--- src/pkg/fsp_pkg.sv ---
// Constants, encodings and timing for the flash status and partition host.
// Assumes one 200 MHz clock and an external flash whose bus pins settle within a cycle.
package fsp_pkg;

  // ==========================================================================
  // Widths and timing
  localparam int ADDR_W = 22;
  localparam int DATA_W = 16;
  localparam int CLK_MHZ = 200;
  localparam int T_SETUP_NS = 20;
  localparam int T_STROBE_NS = 80;
  localparam int T_RECOVER_NS = 40;
  localparam logic [7:0] SETUP_CYC = 8'((T_SETUP_NS * CLK_MHZ + 999) / 1000);
  localparam logic [7:0] STROBE_CYC = 8'((T_STROBE_NS * CLK_MHZ + 999) / 1000);
  localparam logic [7:0] RECOVER_CYC = 8'((T_RECOVER_NS * CLK_MHZ + 999) / 1000);
  localparam int POLL_LIMIT_DEFAULT = 32'h0010_0000;
  localparam logic [7:0] BUF_RETRY_LIMIT = 8'h10;

  // ==========================================================================
  // Flash commands, fields and defaults
  localparam logic [15:0] CMD_GROUP_SETUP = 16'h0060;
  localparam logic [15:0] CMD_GROUP_CONFIRM = 16'h0004;
  localparam logic [15:0] CMD_BUF_PROGRAM = 16'h00E8;
  localparam int SR_READY_BIT = 7;
  localparam int SR_ERASE_FAIL_BIT = 5;
  localparam int SR_PROG_FAIL_BIT = 4;
  localparam int XSR_ACCEPT_BIT = 7;
  localparam logic [15:0] SR_VALID_MASK = 16'h00FE;
  localparam int GROUP_LSB = 8;
  localparam logic [2:0] GROUP_BOTTOM_DEFAULT = 3'h1;
  localparam logic [2:0] GROUP_TOP_DEFAULT = 3'h4;
  localparam logic [21:0] PARAM_REGION_END = 22'h00_8000;
  localparam int MAIN_BLOCK_SHIFT = 15;
  localparam int PARAM_BLOCK_SHIFT = 12;
  localparam logic [7:0] PARAM_BLOCK_COUNT = 8'h08;

  // ==========================================================================
  // Register map, byte addresses
  localparam logic [11:0] REG_CTRL = 12'h000;
  localparam logic [11:0] REG_ADDR = 12'h004;
  localparam logic [11:0] REG_WDATA = 12'h008;
  localparam logic [11:0] REG_RDATA = 12'h00C;
  localparam logic [11:0] REG_STATUS = 12'h010;
  localparam logic [11:0] REG_GROUP = 12'h014;
  localparam logic [11:0] REG_BLOCK = 12'h018;
  localparam int CTRL_START_BIT = 0;
  localparam int CTRL_OP_LSB = 1;
  localparam int CTRL_DIE_BIT = 4;
  localparam int CTRL_FRESET_BIT = 8;

  // ==========================================================================
  // Encodings
  typedef enum logic [2:0] {
    OP_WRITE = 3'b000,
    OP_READ = 3'b001,
    OP_POLL = 3'b010,
    OP_GROUP_SET = 3'b011,
    OP_BUF_START = 3'b100
  } fsp_op_t;

  typedef enum logic [1:0] {
    SEQ_IDLE = 2'b00,
    SEQ_ISSUE = 2'b01,
    SEQ_WAIT = 2'b10,
    SEQ_EVAL = 2'b11
  } fsp_seq_t;

  typedef enum logic [1:0] {
    CYC_IDLE = 2'b00,
    CYC_SETUP = 2'b01,
    CYC_STROBE = 2'b10,
    CYC_RECOVER = 2'b11
  } fsp_cyc_t;

endpackage : fsp_pkg

--- src/pkg/fsp_cycle_if.sv ---
// One flash bus cycle request and its completion.
// Assumes the sequencer pulses req only while the cycle engine is idle.
interface fsp_cycle_if;
  logic req;
  logic wr;
  logic die;
  logic [fsp_pkg::ADDR_W-1:0] addr;
  logic [fsp_pkg::DATA_W-1:0] wdata;
  logic done;
  logic [fsp_pkg::DATA_W-1:0] rdata;

  modport sequencer (output req, output wr, output die, output addr, output wdata,
                     input done, input rdata);
  modport engine (input req, input wr, input die, input addr, input wdata,
                  output done, output rdata);
endinterface : fsp_cycle_if

--- src/hdl/fsp_bus_cycle.sv ---
// Drives one asynchronous flash write or read cycle on the flash pins.
// Assumes flash data in is stable by the last strobe cycle.
module fsp_bus_cycle
  import fsp_pkg::*;
(
  // Clock and reset
  input wire logic clk,
  input wire logic rstn,
  // Request side
  fsp_cycle_if.engine cyc,
  // Flash pins
  output logic [fsp_pkg::ADDR_W-1:0] flashAddr,
  output logic [fsp_pkg::DATA_W-1:0] flashDqOut,
  output logic flashDqOe,
  input wire logic [fsp_pkg::DATA_W-1:0] flashDqIn,
  output logic flashCe1N,
  output logic flashCe2N,
  output logic flashWeN,
  output logic flashOeN
);

  fsp_cyc_t state;
  logic [7:0] count;
  logic isWrite;

  // ==========================================================================
  // Cycle sequencing
  always_ff @(posedge clk)
  begin
    if (!rstn)
    begin
      state <= CYC_IDLE;
      count <= 8'h00;
      isWrite <= 1'b0;
      flashAddr <= '0;
      flashDqOut <= '0;
      flashDqOe <= 1'b0;
      flashCe1N <= 1'b1;
      flashCe2N <= 1'b1;
      flashWeN <= 1'b1;
      flashOeN <= 1'b1;
      cyc.done <= 1'b0;
      cyc.rdata <= '0;
    end
    else
    begin
      cyc.done <= 1'b0;
      case (state)
        CYC_IDLE:
        begin
          if (cyc.req)
          begin
            // Only the addressed die sees chip select low
            flashCe1N <= cyc.die;
            flashCe2N <= !cyc.die;
            flashAddr <= cyc.addr;
            flashDqOut <= cyc.wdata;
            flashDqOe <= cyc.wr;
            isWrite <= cyc.wr;
            count <= SETUP_CYC;
            state <= CYC_SETUP;
          end
        end
        CYC_SETUP:
        begin
          if (count <= 8'h01)
          begin
            flashWeN <= !isWrite;
            flashOeN <= isWrite;
            count <= STROBE_CYC;
            state <= CYC_STROBE;
          end
          else
            count <= count - 8'h01;
        end
        CYC_STROBE:
        begin
          if (count <= 8'h01)
          begin
            // Sample before output enable rises; device drives status here
            if (!isWrite)
              cyc.rdata <= flashDqIn;
            flashWeN <= 1'b1;
            flashOeN <= 1'b1;
            count <= RECOVER_CYC;
            state <= CYC_RECOVER;
          end
          else
            count <= count - 8'h01;
        end
        CYC_RECOVER:
        begin
          // Data held past the strobe so the write latches on its rising edge
          if (count <= 8'h01)
          begin
            flashCe1N <= 1'b1;
            flashCe2N <= 1'b1;
            flashDqOe <= 1'b0;
            cyc.done <= 1'b1;
            state <= CYC_IDLE;
          end
          else
            count <= count - 8'h01;
        end
        default:
          state <= CYC_IDLE;
      endcase
    end
  end

endmodule : fsp_bus_cycle

--- src/hdl/fsp_host.sv ---
// Host controller for the flash status, extended status and grouping registers.
// Assumes an APB master on the register side and one flash with two dies on the pins.
//
// The implementer's own choices: the APB interface to the registers and the register offsets.
module fsp_host
  import fsp_pkg::*;
#(
  parameter int POLL_LIMIT = fsp_pkg::POLL_LIMIT_DEFAULT
)
(
  // Clock and reset
  input wire logic clk,
  input wire logic rstn,
  // APB slave
  input wire logic [11:0] paddr,
  input wire logic psel,
  input wire logic penable,
  input wire logic pwrite,
  input wire logic [31:0] pwdata,
  output logic [31:0] prdata,
  output logic pready,
  output logic pslverr,
  // Flash pins
  output logic [fsp_pkg::ADDR_W-1:0] flashAddr,
  output logic [fsp_pkg::DATA_W-1:0] flashDqOut,
  output logic flashDqOe,
  input wire logic [fsp_pkg::DATA_W-1:0] flashDqIn,
  output logic flashCe1N,
  output logic flashCe2N,
  output logic flashWeN,
  output logic flashOeN,
  output logic flashRstN,
  input wire logic flashReadyBusy
);

  fsp_cycle_if cyc ();

  fsp_seq_t state;
  fsp_op_t op;
  logic step;
  logic die;
  logic [ADDR_W-1:0] addrReg;
  logic [DATA_W-1:0] wdataReg;
  logic [DATA_W-1:0] rdataReg;
  logic [31:0] pollCount;
  logic [7:0] retryCount;
  logic busy;
  logic finish;
  logic doneFlag;
  logic timeoutFlag;
  logic refusedFlag;
  logic [7:0] statusFields;
  logic improper;
  logic bufAccept;
  logic [2:0] groupBottom;
  logic [2:0] groupTop;
  logic [2:0] groupRead;
  logic [2:0] groupSel;
  logic [2:0] partCount;
  logic [7:0] blockNum;
  logic apbWrite;
  logic apbSetup;
  logic startReq;
  logic doneClear;
  logic [31:0] readMux;
  logic readHit;
  logic [DATA_W-1:0] groupAddrLow;

  fsp_bus_cycle u_cycle (
    .clk(clk),
    .rstn(rstn),
    .cyc(cyc),
    .flashAddr(flashAddr),
    .flashDqOut(flashDqOut),
    .flashDqOe(flashDqOe),
    .flashDqIn(flashDqIn),
    .flashCe1N(flashCe1N),
    .flashCe2N(flashCe2N),
    .flashWeN(flashWeN),
    .flashOeN(flashOeN)
  );

  // ==========================================================================
  // APB decode
  assign apbSetup = psel && !penable;
  assign apbWrite = psel && penable && pready && pwrite;
  assign startReq = apbWrite && (paddr == REG_CTRL) && pwdata[CTRL_START_BIT] && !busy;
  assign doneClear = apbWrite && (paddr == REG_STATUS) && pwdata[1];

  // New grouping value sits on the low address lines, reserved bits zero
  assign groupAddrLow = {5'h00, wdataReg[GROUP_LSB+2:GROUP_LSB], 8'h00};

  // Grouping code to partition count
  always_comb
  begin
    groupSel = die ? groupTop : groupBottom;
    case (groupSel)
      3'b000: partCount = 3'd1;
      3'b001, 3'b010, 3'b100: partCount = 3'd2;
      3'b011, 3'b101, 3'b110: partCount = 3'd3;
      3'b111: partCount = 3'd4;
      default: partCount = 3'd1;
    endcase
  end

  // Bottom die: eight small blocks, then main blocks up to the top
  always_comb
  begin
    if (addrReg < PARAM_REGION_END)
      blockNum = {5'h00, addrReg[PARAM_BLOCK_SHIFT+2:PARAM_BLOCK_SHIFT]};
    else
      blockNum = {1'b0, addrReg[ADDR_W-1:MAIN_BLOCK_SHIFT]} - 8'h01
                 + PARAM_BLOCK_COUNT;
  end

  always_comb
  begin
    readHit = 1'b1;
    case (paddr)
      REG_CTRL: readMux = {23'h00_0000, !flashRstN, 3'h0, die, op, 1'b0};
      REG_ADDR: readMux = {10'h000, addrReg};
      REG_WDATA: readMux = {16'h0000, wdataReg};
      REG_RDATA: readMux = {16'h0000, rdataReg};
      REG_STATUS: readMux = {8'h00, partCount, groupSel, bufAccept, improper,
                             statusFields, 4'h0, refusedFlag, timeoutFlag,
                             doneFlag, busy};
      REG_GROUP: readMux = {21'h00_0000, groupRead, 1'b0, groupTop, 1'b0, groupBottom};
      REG_BLOCK: readMux = {24'h00_0000, blockNum};
      default:
      begin
        readMux = 32'h0000_0000;
        readHit = 1'b0;
      end
    endcase
  end

  // Zero wait state: answer registered in the setup cycle
  always_ff @(posedge clk)
  begin
    if (!rstn)
    begin
      pready <= 1'b0;
      prdata <= 32'h0000_0000;
      pslverr <= 1'b0;
    end
    else
    begin
      pready <= apbSetup;
      // Error stands only in the access cycle, like pready
      pslverr <= apbSetup && !readHit;
      if (apbSetup)
      begin
        prdata <= pwrite ? 32'h0000_0000 : readMux;
      end
    end
  end

  // ==========================================================================
  // Software registers
  always_ff @(posedge clk)
  begin
    if (!rstn)
    begin
      addrReg <= '0;
      wdataReg <= '0;
      flashRstN <= 1'b0;
    end
    else if (apbWrite && !busy)
    begin
      if (paddr == REG_ADDR)
        addrReg <= pwdata[ADDR_W-1:0];
      if (paddr == REG_WDATA)
        wdataReg <= pwdata[DATA_W-1:0];
      if (paddr == REG_CTRL)
        flashRstN <= !pwdata[CTRL_FRESET_BIT];
    end
  end

  // ==========================================================================
  // Operation sequencer
  assign busy = (state != SEQ_IDLE);

  always_ff @(posedge clk)
  begin
    if (!rstn)
    begin
      state <= SEQ_IDLE;
      op <= OP_WRITE;
      step <= 1'b0;
      die <= 1'b0;
      pollCount <= 32'h0000_0000;
      retryCount <= 8'h00;
      finish <= 1'b0;
      cyc.req <= 1'b0;
      cyc.wr <= 1'b0;
      cyc.die <= 1'b0;
      cyc.addr <= '0;
      cyc.wdata <= '0;
    end
    else
    begin
      cyc.req <= 1'b0;
      finish <= 1'b0;
      case (state)
        SEQ_IDLE:
        begin
          if (startReq)
          begin
            op <= fsp_op_t'(pwdata[CTRL_OP_LSB+2:CTRL_OP_LSB]);
            die <= pwdata[CTRL_DIE_BIT];
            step <= 1'b0;
            pollCount <= 32'h0000_0000;
            retryCount <= 8'h00;
            state <= SEQ_ISSUE;
          end
        end
        SEQ_ISSUE:
        begin
          cyc.req <= 1'b1;
          cyc.die <= die;
          cyc.addr <= addrReg;
          cyc.wdata <= wdataReg;
          cyc.wr <= 1'b1;
          case (op)
            OP_READ, OP_POLL: cyc.wr <= 1'b0;
            OP_GROUP_SET:
            begin
              // Both cycles carry the same address
              cyc.addr <= {addrReg[ADDR_W-1:DATA_W], groupAddrLow};
              cyc.wdata <= step ? CMD_GROUP_CONFIRM : CMD_GROUP_SETUP;
            end
            OP_BUF_START:
            begin
              cyc.wr <= !step;
              cyc.wdata <= CMD_BUF_PROGRAM;
            end
            default: cyc.wr <= 1'b1;
          endcase
          state <= SEQ_WAIT;
        end
        SEQ_WAIT:
        begin
          if (cyc.done)
            state <= SEQ_EVAL;
        end
        SEQ_EVAL:
        begin
          state <= SEQ_IDLE;
          finish <= 1'b1;
          case (op)
            OP_POLL:
            begin
              // Completion needs both the ready bit and the ready pin
              if (!(cyc.rdata[SR_READY_BIT] && flashReadyBusy)
                  && (pollCount < 32'(POLL_LIMIT)))
              begin
                pollCount <= pollCount + 32'h0000_0001;
                finish <= 1'b0;
                state <= SEQ_ISSUE;
              end
            end
            OP_GROUP_SET:
            begin
              if (!step)
              begin
                step <= 1'b1;
                finish <= 1'b0;
                state <= SEQ_ISSUE;
              end
            end
            OP_BUF_START:
            begin
              if (!step)
              begin
                step <= 1'b1;
                finish <= 1'b0;
                state <= SEQ_ISSUE;
              end
              else if (!cyc.rdata[XSR_ACCEPT_BIT] && (retryCount < BUF_RETRY_LIMIT))
              begin
                // Not accepted: issue the buffer command again
                step <= 1'b0;
                retryCount <= retryCount + 8'h01;
                finish <= 1'b0;
                state <= SEQ_ISSUE;
              end
            end
            default: finish <= 1'b1;
          endcase
        end
        default:
          state <= SEQ_IDLE;
      endcase
    end
  end

  // ==========================================================================
  // Captured results and sticky flags
  always_ff @(posedge clk)
  begin
    if (!rstn)
    begin
      rdataReg <= '0;
      doneFlag <= 1'b0;
      timeoutFlag <= 1'b0;
      refusedFlag <= 1'b0;
      statusFields <= 8'h00;
      improper <= 1'b0;
      bufAccept <= 1'b0;
      groupRead <= 3'h0;
    end
    else
    begin
      if (startReq)
      begin
        timeoutFlag <= 1'b0;
        refusedFlag <= 1'b0;
      end
      // A finish in the clearing cycle keeps the flag set
      if (finish)
        doneFlag <= 1'b1;
      else if (doneClear)
        doneFlag <= 1'b0;
      if (state == SEQ_EVAL && !cyc.wr)
      begin
        rdataReg <= cyc.rdata;
        groupRead <= cyc.rdata[GROUP_LSB+2:GROUP_LSB];
        if (op == OP_BUF_START)
        begin
          bufAccept <= cyc.rdata[XSR_ACCEPT_BIT];
          refusedFlag <= !cyc.rdata[XSR_ACCEPT_BIT] && (retryCount >= BUF_RETRY_LIMIT);
        end
        else if (cyc.rdata[SR_READY_BIT])
        begin
          // Fields 6..1 only mean something once ready; reserved bits dropped
          statusFields <= cyc.rdata[7:0] & SR_VALID_MASK[7:0];
          improper <= cyc.rdata[SR_ERASE_FAIL_BIT]
                      && cyc.rdata[SR_PROG_FAIL_BIT];
        end
        else
        begin
          statusFields <= 8'h00;
          improper <= 1'b0;
        end
        // Ready bit alone may hide an engine busy for another partition
        if (op == OP_POLL && pollCount >= 32'(POLL_LIMIT)
            && !(cyc.rdata[SR_READY_BIT] && flashReadyBusy))
          timeoutFlag <= 1'b1;
      end
    end
  end

  // Shadow of each die's grouping; device reset returns the defaults
  always_ff @(posedge clk)
  begin
    if (!rstn || !flashRstN)
    begin
      groupBottom <= GROUP_BOTTOM_DEFAULT;
      groupTop <= GROUP_TOP_DEFAULT;
    end
    else if (finish && op == OP_GROUP_SET)
    begin
      if (die)
        groupTop <= wdataReg[GROUP_LSB+2:GROUP_LSB];
      else
        groupBottom <= wdataReg[GROUP_LSB+2:GROUP_LSB];
    end
  end

endmodule : fsp_host

--- config.mk ---
export PLATFORM = sky130hd
export DESIGN_NAME = fsp_host
export DESIGN_NICKNAME = d
export VERILOG_FILES = /design/src/pkg/fsp_pkg.sv /design/src/pkg/fsp_cycle_if.sv /design/src/hdl/fsp_bus_cycle.sv /design/src/hdl/fsp_host.sv
export SDC_FILE = /design/constraint.sdc
export NUM_CORES = 1
export LEC_CHECK = 0
export ABC_AREA = 0
export BUFFER_PORTS_ARGS = -buffer_cell sky130_fd_sc_hd__buf_2
export CELL_PAD_IN_SITES_DETAIL_PLACEMENT = 0
export CELL_PAD_IN_SITES_GLOBAL_PLACEMENT = 1
export CORE_UTILIZATION = 35
export CTS_CLUSTER_DIAMETER = 150
export DETAILED_ROUTE_END_ITERATION = 10
export PLACE_DENSITY = 0.74
export SYNTH_ARGS = -nofsm -noshare
export SYNTH_HDL_FRONTEND = slang
export SYNTH_SLANG_ARGS = --single-unit
--- constraint.sdc ---
create_clock -name clk -period 4.1 [get_ports clk]
set_input_delay 0 -clock clk [delete_from_list [all_inputs] [get_ports clk]]
set_output_delay 0 -clock clk [all_outputs]
set_load 0.02 [all_outputs]
==> Word level (Yosys, flattened, before mapping) <==
Memories as Yosys holds them, arrays and structs flattened.
Index checks and enable logic that the tools add are counted.
{ "op_classes": {"n_addsub": 5, "order_cmp": 6, "n_eq_ne": 29, "muxes": 69, "bitwise": 3, "n_reduce_logical": 63} }
{ "ops": {"columns": ["operator", "count"], "rows": [
  ["24-bit one-hot mux with 7 select lines", 1],
  ["32-bit two-way mux", 4],
  ["8-bit two-way mux", 10],
  ["32-bit one-hot mux with 2 select lines", 1],
  ["12-bit by 5-bit equality test with 1-bit output, second input constant", 3],
  ["32-bit by 1-bit adder with 32-bit output, second input constant", 1],
  ["32-bit by 21-bit >= comparator with 1-bit output, second input constant", 1],
  ["32-bit by 21-bit less-than comparator with 1-bit output, second input constant", 1],
  ["16-bit one-hot mux with 2 select lines", 1],
  ["8-bit one-hot mux with 4 select lines", 1],
  ["1-bit two-way mux", 29],
  ["2-bit AND reduction", 13],
  ["12-bit by 4-bit equality test with 1-bit output, second input constant", 2],
  ["22-bit by 16-bit less-than comparator with 1-bit output, second input constant", 1],
  ["1-bit logical AND", 20],
  ["16-bit two-way mux", 1],
  ["1-bit one-hot mux with 2 select lines", 8],
  ["2-bit one-hot mux with 4 select lines", 2],
  ["8-bit one-hot mux with 2 select lines", 1],
  ["12-bit by 3-bit equality test with 1-bit output, second input constant", 1],
  ["1-bit logical NOT", 12],
  ["12-bit logical NOT", 1],
  ["2-bit two-way mux", 6],
  ["2-bit by 1-bit inequality test with 1-bit output, second input constant", 6],
  ["other kinds (26)", 48]
]} }
{ "totals": {"register_bits": 271, "romBits": 24, "inputBits": 66, "output_inout_bits": 78, "elab_cells": 216, "mem_count": 1} }
{ "memory_table": {"columns": ["name", "words", "word_bits", "read_ports", "rd_ports_with_merged_regs", "write_ports", "line", "text"], "rows": [
  ["(no name shown)", 8, 3, 1, 0, 0, "fsp_host.sv:97", "case (groupSel)"]
]} }

==> Logic depth before layout (Yosys ltp) <==
Gate-level depths: netlist of run 1.
{ "logic_depth": {"ltp_word": 9, "ltp_mapped": 10, "mapped_depth_nobuf": 7} }

==> Hierarchy <==
Synthesis of run 1 repeated with hierarchy kept, for this count alone.
{ "hier_totals": {"hier_cells": 1357, "hier_area_um2": 11249.5} }
{ "by_module_without_submodules": {"columns": ["module", "instances", "cells_per_inst", "area_each_um2", "seq_area_each_um2"], "rows": [
  ["fsp_host", 1, 1005, 8251.7, 3763.6],
  ["fsp_bus_cycle", 1, 352, 2997.9, 1421.4]
]} }

==> Worst setup path before layout of run 1 <==
No wires, ideal clock.
{ "synth_timing": {"path_type": "reg-to-reg", "from": "reg u_cycle.state[0]", "to": "reg u_cycle.count[6]", "setup_time_ns": 0.091, "t_arrival_ns": 2.012, "t_required_ns": 4.009, "slack_ns": 1.997, "path_stages_with_launch": 9, "path_buffers": 1, "synth_period_minus_slack_ns": 2.103, "cell_sequence": "dfxtp_1 -> inv_1 -> ha_1 -> clkdlybuf4s50_1 -> or2_2 -> nor2_1 -> nor3_1 -> a31oi_1 -> a311oi_1"} }
{ "synth_between": {"elab_chain_cells": 3, "word_cells_on_any_way": 8, "classes_between": "5 x eq/ne; 1 x mux; 2 x reduce/logical"} }
{ "synth_rtl": {"columns": ["element", "line", "text"], "rows": [
  ["start: declaration", "fsp_bus_cycle.sv:22", "fsp_cyc_t state;"],
  ["start signal: assignment", "fsp_bus_cycle.sv:32", "state <= CYC_IDLE;"],
  ["start signal: assignment", "fsp_bus_cycle.sv:61", "state <= CYC_SETUP;"],
  ["start signal: assignment", "fsp_bus_cycle.sv:71", "state <= CYC_STROBE;"],
  ["2-bit equality test or 2-bit logical NOT (tied branches)", "fsp_bus_cycle.sv:48", "case (state)"],
  ["2-bit inequality test (no source line)", null, null],
  ["2-bit AND reduction (no source line)", null, null],
  ["end signal: assignment", "fsp_bus_cycle.sv:74", "count <= count - 8'h01;"],
  ["end signal: assignment", "fsp_bus_cycle.sv:89", "count <= count - 8'h01;"],
  ["end signal: assignment", "fsp_bus_cycle.sv:103", "count <= count - 8'h01;"],
  ["end: declaration", "fsp_bus_cycle.sv:23", "logic [7:0] count;"]
]} }
Parallel ways exist; a longest one is shown, timed or not.
A chain may end at the register's enable or synchronous reset.

==> Worst setup path in the final report of run 1 <==
{ "layout_timing": {"from": "in paddr[10]", "to": "reg prdata[10]"} }
{ "layout_between": {"elab_chain_cells": 3, "word_cells_on_any_way": 9, "classes_between": "6 x eq/ne; 2 x mux; 1 x reduce/logical"} }
{ "layout_rtl": {"columns": ["element", "line", "text"], "rows": [
  ["start: declaration", "fsp_host.sv:15", "input wire logic [11:0] paddr,"],
  ["12-bit by 5-bit equality test with 1-bit output, or another cell as far along", "fsp_host.sv:119", "case (paddr)"],
  ["24-bit one-hot mux with 7 select lines *", "fsp_host.sv:119", null],
  ["32-bit two-way mux *", "fsp_host.sv:153", "prdata <= pwrite ? 32'h0000_0000 : readMux;"],
  ["end signal: assignment", "fsp_host.sv:153", null],
  ["end: declaration", "fsp_host.sv:20", "output logic [31:0] prdata,"]
]} }
Every way passes the cells marked *; elsewhere a longest branch is shown, timed or not.

==> flow_summary.yaml, run 1 <==
run_status:
  outcome: "completed"
detailed_routing:
  avgRoutedWirePerCell_um: 16.9
  antenna_left: 0
  vias: 10100
  dr.pass1.iters: 6
  drt_iter0_markers: 704
  viasPerCell: 5.26
  drcViolationCount: 0
  totalWireLength_um: 32400
die:
  die_width_um: 182
  core_region_area_um2: 31600
  start_util: 0.357
  io_pins: 144
  die_h_um: 182
  num_rows: 65
  dieArea_um2: 33000
synth:
  synth_ff_type: "dfxtp_1"
  synth_edf_count: 0
  syn_area_per_cell_um2: 8.25
  synth_area_um2: 11300
  async_flop_share: 0
  ys_seq_area_frac: 0.459
  ys_warn_count: 0
  synth_cell_types: 73
  syn_inst: 1370
  synth.ff_latch_count: 259
power:
  peakVddDrop_mv: 0.308
  p_sw_frac: 0.230
  seq_power_share: 0.463
  cellLeakagePower_nw: 4.86
  share_comb_of_total_power: 0.066
  clock_power_share: 0.471
  p_switching_mw: 1.27
  internal-power_mw: 4.25
  power_density_nw_per_um2: 408
sta:
  setup_slack_ns: 1.20
  relSlewSlack: 0.278
  setup_tns_ns: 0
  final_hold_viol_count: 0
  tightest_slew_ns: 1.08
  clock_skew_ns: 0.0278
  timing.final.setup_violations: 0
  final.min_clock_period_ns: 2.90
  rsz0062_at_grt: "no"
  slew_violations: 0
  fmax_mhz: 345
  finalCritPeriodShare: 0.707
worst_setup_path:
  path_common_cell: "dlygate4sd3_1"
  critPathBufInv: 3
  reg2regPathDepth: 5
  crit_fanout: 15
  critPathTopFamily: "simple AND/OR/NAND/NOR gates"
  worstPathRequired_ns: 4.56
  worstPathArrival_ns: 3.36
  crit_start: "paddr[10]"
  slowest_delay_ns: 0.63
  endpoint_kind: "flip-flop"
  slowest_stage: "dlygate4sd3_1"
  path_class: "in -> reg"
  crit_chain: "dlygate4sd3_1 > buf_2 > or4_4 > dlygate4sd3_1 > nor3_4 > and3_1 > nand2_1 > o21ai_0"
  crit_path_start_kind: "input pin"
  timing.rr.start: "op[1]$_SDFFE_PN0P_"
  crit_cells: 8
final_layout:
  num-fill-cells: 3212
  nNetsFinal: 1574
  final_cell_area_um2: 13500
  area.growth.synth_to_final_pct: 19.6
  diodes: 0
  drive_above_1_share: 0.144
cts:
  clock-root-buffer: "clkbuf_16"
  cts_resized: 0
  clk_path_buf_depth: 3
  cts.htree.levels: 1
  cts.clk_slew.worst_paths_ns: 0.06
  clock-sinks: 259
  cts_buffers: 29
  clkLatencyLatePin_ns: 0.55
  cts_setup_buffers: 0
  cts_tree: "done"
worst_hold_path:
  min_path_cells: 3
  min-delay-path-class: "in -> reg"
  hp-start: "penable"
grt:
  grt_pass1_wl_um: 51100
  grt_pass1_vias: 9281
  grt_use_total: 0.193
  grt_max_degree: 106
  antenna_found_initial: 1
  gr-total-overflow: 0
placement:
  place_area_um2: 12100
  port_buffers: 125
  dp_hpwl_um: 22300
  dp_slack_ns: 1.63
  gp_congestion: 0.867
job:
  drv_cap: 0
==> logic make-up (layout without fill, tap and decap cells) <==
kind of cell | count (synthesis) | in the layout | share of synthesized area
other | 1 | 8 | 0.000332
buffers and inverters | 128 | 262 | 0.0516
multiplexers | 42 | 42 | 0.0405
flip-flops | 259 | 259 | 0.459
AO/OA/AOI/OAI | 328 | 328 | 0.176
AND/OR/NAND/NOR | 586 | 586 | 0.247
XOR/XNOR | 9 | 9 | 0.00697
adder cells (fa/ha/maj) | 17 | 17 | 0.0188
==> cell type report <==
| type | count | area, um2 | area share |
|---|---|---|---|
| timing repair buffer | 182 | 1180 | 0.0872 |
| multi-input combinational | 990 | 5570 | 0.412 |
| clock buffer | 45 | 906 | 0.0670 |
| sequential | 259 | 5180 | 0.384 |
| clock inverter | 6 | 61.3 | 0.00454 |
| tap | 402 | 503 | 0.0372 |
| inverter | 29 | 111 | 0.00824 |
==> placed cells by master, fill, tap and decap left out, types with 5 or more instances in the layout <==
| master | Yosys | routed |
|---|---|---|
| o21a_1 | 10 | 10 |
| and3_1 | 11 | 11 |
| nor2_1 | 79 | 79 |
| dfxtp_1 | 259 | 259 |
| and4_1 | 6 | 6 |
| conb_1 | 1 | 8 |
| and2_1 | 17 | 17 |
| nand4_1 | 17 | 17 |
| dlygate4sd3_1 | 0 | 45 |
| a32oi_1 | 11 | 11 |
| o22ai_1 | 11 | 11 |
| nand2_1 | 290 | 290 |
| clkbuf_16 | 0 | 29 |
| nand3_1 | 52 | 52 |
| nor4_1 | 7 | 7 |
| mux2i_1 | 30 | 30 |
| buf_4 | 8 | 11 |
| o31ai_1 | 15 | 15 |
| a21oi_1 | 173 | 173 |
| a22oi_1 | 21 | 21 |
| o21ai_0 | 30 | 30 |
| or4_1 | 15 | 15 |
| nor2b_1 | 14 | 14 |
| nand2b_1 | 34 | 34 |
| xnor2_1 | 6 | 6 |
| mux2_2 | 10 | 10 |
| nor3_1 | 12 | 11 |
| clkbuf_8 | 2 | 12 |
| ha_1 | 17 | 16 |
| inv_1 | 28 | 28 |
| or2_2 | 5 | 5 |
| buf_2 | 7 | 125 |
| a32o_1 | 5 | 5 |
| a21boi_0 | 15 | 15 |
==> Yosys cell counts (all sizes together), types with 11 or more instances <==
library cell | number | area, um2
a21boi | 18 | 135
a21oi | 174 | 875
a22oi | 21 | 158
a32oi | 11 | 96.3
and2 | 17 | 106
and3 | 11 | 68.8
buf | 29 | 185
clkbuf | 69 | 279
dfxtp | 259 | 5180
ha | 17 | 213
inv | 29 | 109
mux2i | 30 | 300
nand2 | 290 | 1090
nand2b | 34 | 213
nand3 | 52 | 260
nand4 | 17 | 106
nor2 | 79 | 297
nor2b | 14 | 87.6
nor3 | 15 | 96.4
o21ai | 32 | 160
o22ai | 11 | 68.8
o31ai | 15 | 113
or4 | 18 | 146
==> metrics by stage <==
stage	cells	total power [mW]	util	hold slack, ns
4_1_cts	1913	5.56	0.427	0.000151
2_1_floorplan	1377	2.84	-	0.133
3_5_place_dp	1817	2.94	0.382	0.250
5_1_grt	1913	5.71	0.427	0.0531
3_3_place_gp	1817	2.93	0.382	0.251
6_report	1913	5.51	0.427	0.0184
==> sequential cells by signal, summed over array words and instances (netlist names), 22 cells and up <==
register / count
cyc.addr: 22
prdata: 24
u_cycle.flashAddr: 22
addrReg: 22
pollCount: 32
==> path summary, 6_finish.rpt <==
| kind | end | slack [ns] |
|---|---|---|
| min | pready$_SDFF_PN0_ | 0.02 |
| max reg2reg | pollCount[19]$_SDFFE_PN0P_ | 1.57 |
| min reg2reg | retryCount[7]$_SDFFE_PN0P_ | 0.44 |
| max | prdata[10]$_SDFFE_PN0P_ | 1.20 |
==> metal layers <==
| metal | track usage | wire length, um |
|---|---|---|
| met3 | 0.0253 | 1630 |
| met4 | 0.0447 | 720 |
| met5 | 0 | 0 |
| met1 | 0.273 | 15400 |
| met2 | 0.310 | 14700 |
==> power by group through the flow <==
stage                     clock (mW)  sequential, mW  combinational (mW)
after floorplan                    0            2.61               0.238
after global placement             0            2.60               0.328
after detailed placement           0            2.61               0.332
after CTS                       2.65            2.55               0.367
after global routing            2.76            2.55               0.403
final                           2.59            2.55               0.366
==> what timing repair did <==
action	4_1_cts	5_1_grt
endpoints found under the setup margin	0	0
hold endpoints to repair	70	0
hold buffers	45	0
==> worst reg2reg max path, stage by stage, from the launching register on <==
cell and delay [ns]:
dfxtp_1 0.50, nor3b_1 0.44, nand2_1 0.13, o21a_1 0.57, or4_1 0.63, a21boi_0 0.17
(Power assumes the default switching activity.)
==> run 2: changes to the inputs <==
Settings changed: ABC_AREA 0 to 1, PLACE_DENSITY 0.74 to 0.78.
Clock period 4.1 ns to 2.6 ns, I/O delays scaled along.
==> run 2 against run 1 <==
Compared with the run above:
- clock skew decreased by 0.019 ns
- global-route usage decreased by 0.45 points
- combinational power increased to 6.1 times the previous value
- total power increased by 100%
- routed wire length decreased by 0.96%
- register-to-register slack got worse by 1.4 ns
- critical path type is now reg -> reg
==> flow_summary.yaml, run 2 <==
power:
  power_density_nw_per_um2: 794
  cellLeakagePower_nw: 5.56
  peakVddDrop_mv: 0.501
  finalPower_mw: 11.2
final_layout:
  num-fill-cells: 3393
  nNetsFinal: 1837
  final_cell_area_um2: 14200
  area.growth.synth_to_final_pct: 22.9
  layout_commonest_cell: "nand2_1"
  final_util: 0.436
  drive_above_1_share: 0.137
  multi_input_area_um2: 5360
  seq_area_um2: 5180
  diodes: 0
  top_register: "pollCount"
  layout_common_cells: "286 x nand2_1, 259 x dfxtp_1, 198 x nor2_1"
  largest_reg_flops: 32
  top_regs: "pollCount: 32 flops, prdata: 24 flops"
synth:
  synth_fa_ha_area_frac: 0.0185
  synth_edf_count: 0
  synth_cell_types: 47
  synth_xor_area_frac: 0.0190
  synth_compound_area_frac: 0.177
  async_flop_share: 0
  ys_seq_area_frac: 0.450
  synth_top_area_frac: 0.450
  synth-simple-area-share: 0.249
  synth_most_common_cell: "nand2_1"
  synth_area_um2: 11500
  yosysTopAreaCell: "dfxtp_1"
  synthMuxAreaShare: 0
  synth_common_cells: "286 x nand2_1, 259 x dfxtp_1, 198 x nor2_1"
  synth_top_family_by_area: "simple AND/OR/NAND/NOR gates"
  ys_top_cells_by_area: "dfxtp_1 45%, nand2_1 9.3%, a21oi_1 7.6%"
  ys_warn_count: 0
  synth_ff_type: "dfxtp_1"
  syn_inst: 1590
  synth.ff_latch_count: 259
  syn_area_per_cell_um2: 7.24
worst_setup_path:
  slowest_stage: "dlygate4sd3_1"
  crit_path_start_kind: "flip-flop"
  path_class: "reg -> reg"
  crit_chain: "inv_1 > ha_2 > nor2_1 > nor2_1 > nand3_1 > inv_2 > nand3_1 > buf_4 > o21ai_0 > dlygate4sd3_1 > a21oi_1"
  endpoint_kind: "flip-flop"
  slowest_delay_ns: 0.57
  worstPathArrival_ns: 2.81
  crit_fanout: 32
  worstPathRequired_ns: 3.02
  critPathTopFamily: "buffers and inverters"
  critPathBufInv: 4
placement:
  gp_congestion: 0.901
  dp_slack_ns: 0.553
  dp_hpwl_um: 23300
  port_buffers: 125
  place_area_um2: 12500
die:
  io_pins: 144
  start_util: 0.355
  die_h_um: 183
  die_width_um: 183
  num_rows: 66
  dieArea_um2: 33600
  core_region_area_um2: 32500
detailed_routing:
  drcViolationCount: 0
  drt_iter0_markers: 673
  antenna_left: 0
  vias: 10700
  totalWireLength_um: 32100
  dr.pass1.iters: 5
  avgRoutedWirePerCell_um: 14.5
  viasPerCell: 4.82
sta:
  timing.final.setup_violations: 0
  relSlewSlack: 0.550
  clock_skew_ns: 0.00882
  setup_tns_ns: 0
  setup_slack_ns: 0.216
  tightest_slew_ns: 0.673
  final_hold_viol_count: 0
  slew_violations: 0
  final.min_clock_period_ns: 2.38
  fmax_mhz: 419
  rsz0062_at_grt: "no"
  finalCritPeriodShare: 0.917
grt:
  grt_pass1_vias: 9740
  grt_pass1_wl_um: 50700
  gr-total-overflow: 0
  grt_max_degree: 54
  antenna_found_initial: 0
  grt_use_total: 0.188
cts:
  cts_tree: "done"
  cts.htree.levels: 1
  cts_buffers: 29
  clk_path_buf_depth: 3
  clock-root-buffer: "clkbuf_16"
  clock-sinks: 259
  clkLatencyLatePin_ns: 0.55
  cts.clk_slew.worst_paths_ns: 0.06
  cts_setup_buffers: 0
worst_hold_path:
  min-delay-path-class: "in -> reg"
run_status:
  outcome: "completed"
job:
  drv_cap: 0
## run 2: cell count changes in the layout (fill, tap and decap cells not counted), moves of 15 or more
| cell | change |
|---|---|
| dlygate4sd3_1 | +15 |
| mux2i_1 | -30 |
| and2_1 | -17 |
| a21boi_0 | -15 |
| nand3_1 | +58 |
| o21ai_0 | +127 |
| a22oi_1 | -21 |
| inv_1 | +123 |
| nand2b_1 | -34 |
| or4_1 | -15 |
| nor2_1 | +119 |
## run 2: metal layers
metal  wire length (um)  global-route usage
met1              15700               0.266
met2              14200               0.300
met3               1570              0.0306
met4                593              0.0407
met5                  0                   0
## run 2: cell families after synthesis
family                   after synthesis
adder cells (fa/ha/maj)               17
other                                  1
AO/OA/AOI/OAI                        382
XOR/XNOR                              25
flip-flops                           259
buffers and inverters                244
AND/OR/NAND/NOR                      662
## run 2: final cells by class
cell class,instances,share of cell area
clock inverters,13,0.0143
flip-flops and latches,259,0.366
well taps,442,0.0391
multi-input cells,1094,0.379
repair buffers,208,0.0999
inverters,162,0.0431
clock buffers,39,0.0582
## run 2: timing repair
item                                    4_1_cts  5_1_grt
resized for setup                             0        3
endpoints found under the setup margin        0       14
endpoints found under the hold margin       102        0
hold buffers                                 60        0
## run 2: worst paths after layout
kind | slack [ns] | cells after the start | to | startpoint
hold reg to reg | 0.44 | 2 | pollCount[27]$_SDFFE_PN0P_ | pollCount[27]$_SDFFE_PN0P_
setup reg to reg | 0.22 | 11 | u_cycle.cyc.rdata[15]$_SDFFE_PN0P_ | u_cycle.count[0]$_SDFFE_PN0P_
setup / recovery | 0.22 | 11 | u_cycle.cyc.rdata[15]$_SDFFE_PN0P_ | u_cycle.count[0]$_SDFFE_PN0P_
hold / removal | 0.06 | 9 | prdata[21]$_SDFFE_PN0P_ | psel
## run 2: worst reg2reg max path, cell delays in order, from the launching register on
cell and delay (ns):
dfxtp_1 0.32, inv_1 0.10, ha_2 0.23, nor2_1 0.05, nor2_1 0.10, nand3_1 0.18, inv_2 0.15, nand3_1 0.09
buf_4 0.24, o21ai_0 0.21, dlygate4sd3_1 0.57, a21oi_1 0.04
## run 2: power by group
part	internal, mW	total, mW	switching [mW]
combinational	0.755	2.22	1.46
clock	2.71	4.38	1.67
sequential	4.40	4.64	0.241
## run 2: through the flow
stage | cells | hold slack [ns]
6_report | 2217 | 0.0620
5_1_grt | 2217 | 0.0728
4_1_cts | 2217 | 0.0407
3_5_place_dp | 2105 | 0.287
3_3_place_gp | 2105 | 0.280
2_1_floorplan | 1597 | 0.148
==> run 3: changes to the inputs <==
==> constraint.sdc (replaced) <==
create_clock -name clk -period 2.6 [get_ports clk]
set_input_delay 0.13 -clock clk [delete_from_list [all_inputs] [get_ports clk]]
set_output_delay 0.13 -clock clk [all_outputs]
set_load 0.02 [all_outputs]
==> run 3 against run 2 <==
Compared with the run above:
- clock skew rose by 0.0087 ns
- critical path depth fell by 1
- combinational power decreased by 3%
- final area down 2.1%
- flip-flop and latch count stayed put
- non-clock buffer count decreased by 22
- die area unchanged
- routed wire length rose by 0.13%
- critical endpoint is now prdata[22]$_SDFFE_PN0P_
- highest routed layer unchanged
==> flow_summary.yaml, run 3 (same netlist as run 2, synthesis figures left out) <==
sta:
  slew_violations: 0
  fmax_mhz: 489
  rsz0062_at_grt: "no"
  setup_slack_ns: 0.557
  final.min_clock_period_ns: 2.04
  final_hold_viol_count: 0
  relSlewSlack: 0.371
  finalCritPeriodShare: 0.786
  clock_skew_ns: 0.0175
  setup_tns_ns: 0
  tightest_slew_ns: 0.943
  timing.final.setup_violations: 0
  whs_ns: 0.0268
worst_setup_path:
  r2r-end: "prdata[22]$_SDFFE_PN0P_"
  reg2regPathDepth: 10
  crit_path_start_kind: "flip-flop"
  timing.rr.start: "die$_SDFFE_PN0P_"
  worstPathArrival_ns: 2.51
  crit_fanout: 8
  rrSetupSlack_ns: 0.56
  endpoint_kind: "flip-flop"
  path_class: "reg -> reg"
  worstPathRequired_ns: 3.07
grt:
  gr-total-overflow: 0
  grt_pass1_vias: 9708
  grt_max_degree: 117
  antenna_found_initial: 0
  grt_pass1_wl_um: 50900
  grt_use_total: 0.189
die:
  io_pins: 144
  die_width_um: 183
  start_util: 0.355
  dieArea_um2: 33600
  core_region_area_um2: 32500
  die_h_um: 183
  num_rows: 66
worst_hold_path:
  holdPathEnd: "u_cycle.cyc.rdata[9]$_SDFFE_PN0P_"
  min_path_cells: 3
  hp-start: "rstn"
  min-delay-path-class: "in -> reg"
placement:
  place_area_um2: 12500
  port_buffers: 125
  gp_congestion: 0.915
  dp_slack_ns: 0.596
  dp_hpwl_um: 23100
final_layout:
  final_cell_area_um2: 13900
  final_util: 0.427
  top_regs: "pollCount: 32 flops, prdata: 24 flops"
  layout_common_cells: "286 x nand2_1, 259 x dfxtp_1, 198 x nor2_1"
  drive_above_1_share: 0.137
  nNetsFinal: 1814
  largest_reg_flops: 32
  layout_commonest_cell: "nand2_1"
  num-fill-cells: 3397
  area.growth.synth_to_final_pct: 20.4
  top_register: "pollCount"
  diodes: 0
power:
  cellLeakagePower_nw: 5.42
  peakVddDrop_mv: 0.482
  power_density_nw_per_um2: 781
cts:
  cts_buffers: 28
  cts.htree.levels: 1
  clkLatencyLatePin_ns: 0.55
  cts_tree: "done"
  clk_path_buf_depth: 3
  clock-root-buffer: "clkbuf_16"
  cts.clk_slew.worst_paths_ns: 0.06
  clock-sinks: 259
detailed_routing:
  antenna_left: 0
  dr.pass1.iters: 5
  top_layer: "met4"
  met1Wirelength_um: 15700
  dr_wl_met2_um: 14400
  totalWireLength_um: 32100
  viasPerCell: 4.80
  drcViolationCount: 0
  met3_length_um: 1600
  avgRoutedWirePerCell_um: 14.6
  drt_iter0_markers: 635
  vias: 10500
job:
  drv_cap: 0
run_status:
  outcome: "completed"
==> run 3: changes by cell type in the layout (fill, tap and decap cells not counted), sizes merged <==
cell,before,now
bufinv,5,2
dlygate4sd3,60,39
clkinvlp,1,3
clkbuf,39,38
buf,148,147
clkinv,10,14
inv,159,157
==> run 3: report_power, final <==
group / leakage [nW] / internal, mW / total [mW] / switching, mW
sequential: 2.09 / 4.40 / 4.64 / 0.241
clock: 0.460 / 2.35 / 4.02 / 1.66
combinational: 2.87 / 0.712 / 2.16 / 1.45
==> run 3: how the worst max path moves through the flow <==
| stage | endpoint | slack [ns] | cells after the start | startpoint |
|---|---|---|---|---|
| 2_1_floorplan | prdata[21]$_SDFFE_PN0P_ | 0.95 | 8 | die$_SDFFE_PN0P_ |
| 3_3_place_gp | pollCount[16]$_SDFFE_PN0P_ | 0.60 | 9 | pollCount[0]$_SDFFE_PN0P_ |
| 3_5_place_dp | prdata[22]$_SDFFE_PN0P_ | 0.60 | 10 | die$_SDFFE_PN0P_ |
| 4_1_cts | prdata[22]$_SDFFE_PN0P_ | 0.56 | 10 | die$_SDFFE_PN0P_ |
| 5_1_grt | improper$_SDFFE_PN0P_ | 0.38 | 9 | state[0]$_SDFFE_PN0P_ |
| 6_report | prdata[22]$_SDFFE_PN0P_ | 0.56 | 10 | die$_SDFFE_PN0P_ |
==> run 3: what timing repair did <==
action	4_1_cts	5_1_grt
hold buffers	39	0
endpoints found under the hold margin	58	0
resized for setup	0	0
setup buffers	0	0
==> run 3: cell type report <==
cell class | instances | area (um2) | share of cell area
Multi-Input combinational cell | 1094 | 5360 | 0.387
Sequential cell | 259 | 5180 | 0.374
Timing Repair Buffer | 186 | 1210 | 0.0872
Clock buffer | 38 | 798 | 0.0576
Inverter | 162 | 611 | 0.0441
Tap cell | 442 | 553 | 0.0399
Clock inverter | 14 | 143 | 0.0103
==> run 3: stage by stage <==
step	total power [mW]	cells
after floorplan	6.28	1597
after global placement	6.80	2104
after detailed placement	6.85	2104
after CTS	10.9	2195
after global routing	11.4	2195
final	10.8	2195
==> run 3: worst max-delay path, stage by stage (launching register included) <==
cell	delay, ns
dfxtp_1	0.45
inv_1	0.13
or2_2	0.29
o21ai_0	0.19
inv_1	0.09
ha_1	0.21
nand2_1	0.06
inv_1	0.07
a21oi_1	0.20
nand4_1	0.11
a21oi_1	0.15
==> run 3: per-layer routing <==
metal  GRT usage  vias to the layer above
li1            -                     5467
met1       0.269                     4816
met2       0.306                      224
met3      0.0212                       35
met4      0.0383                        0
met5           0                        -
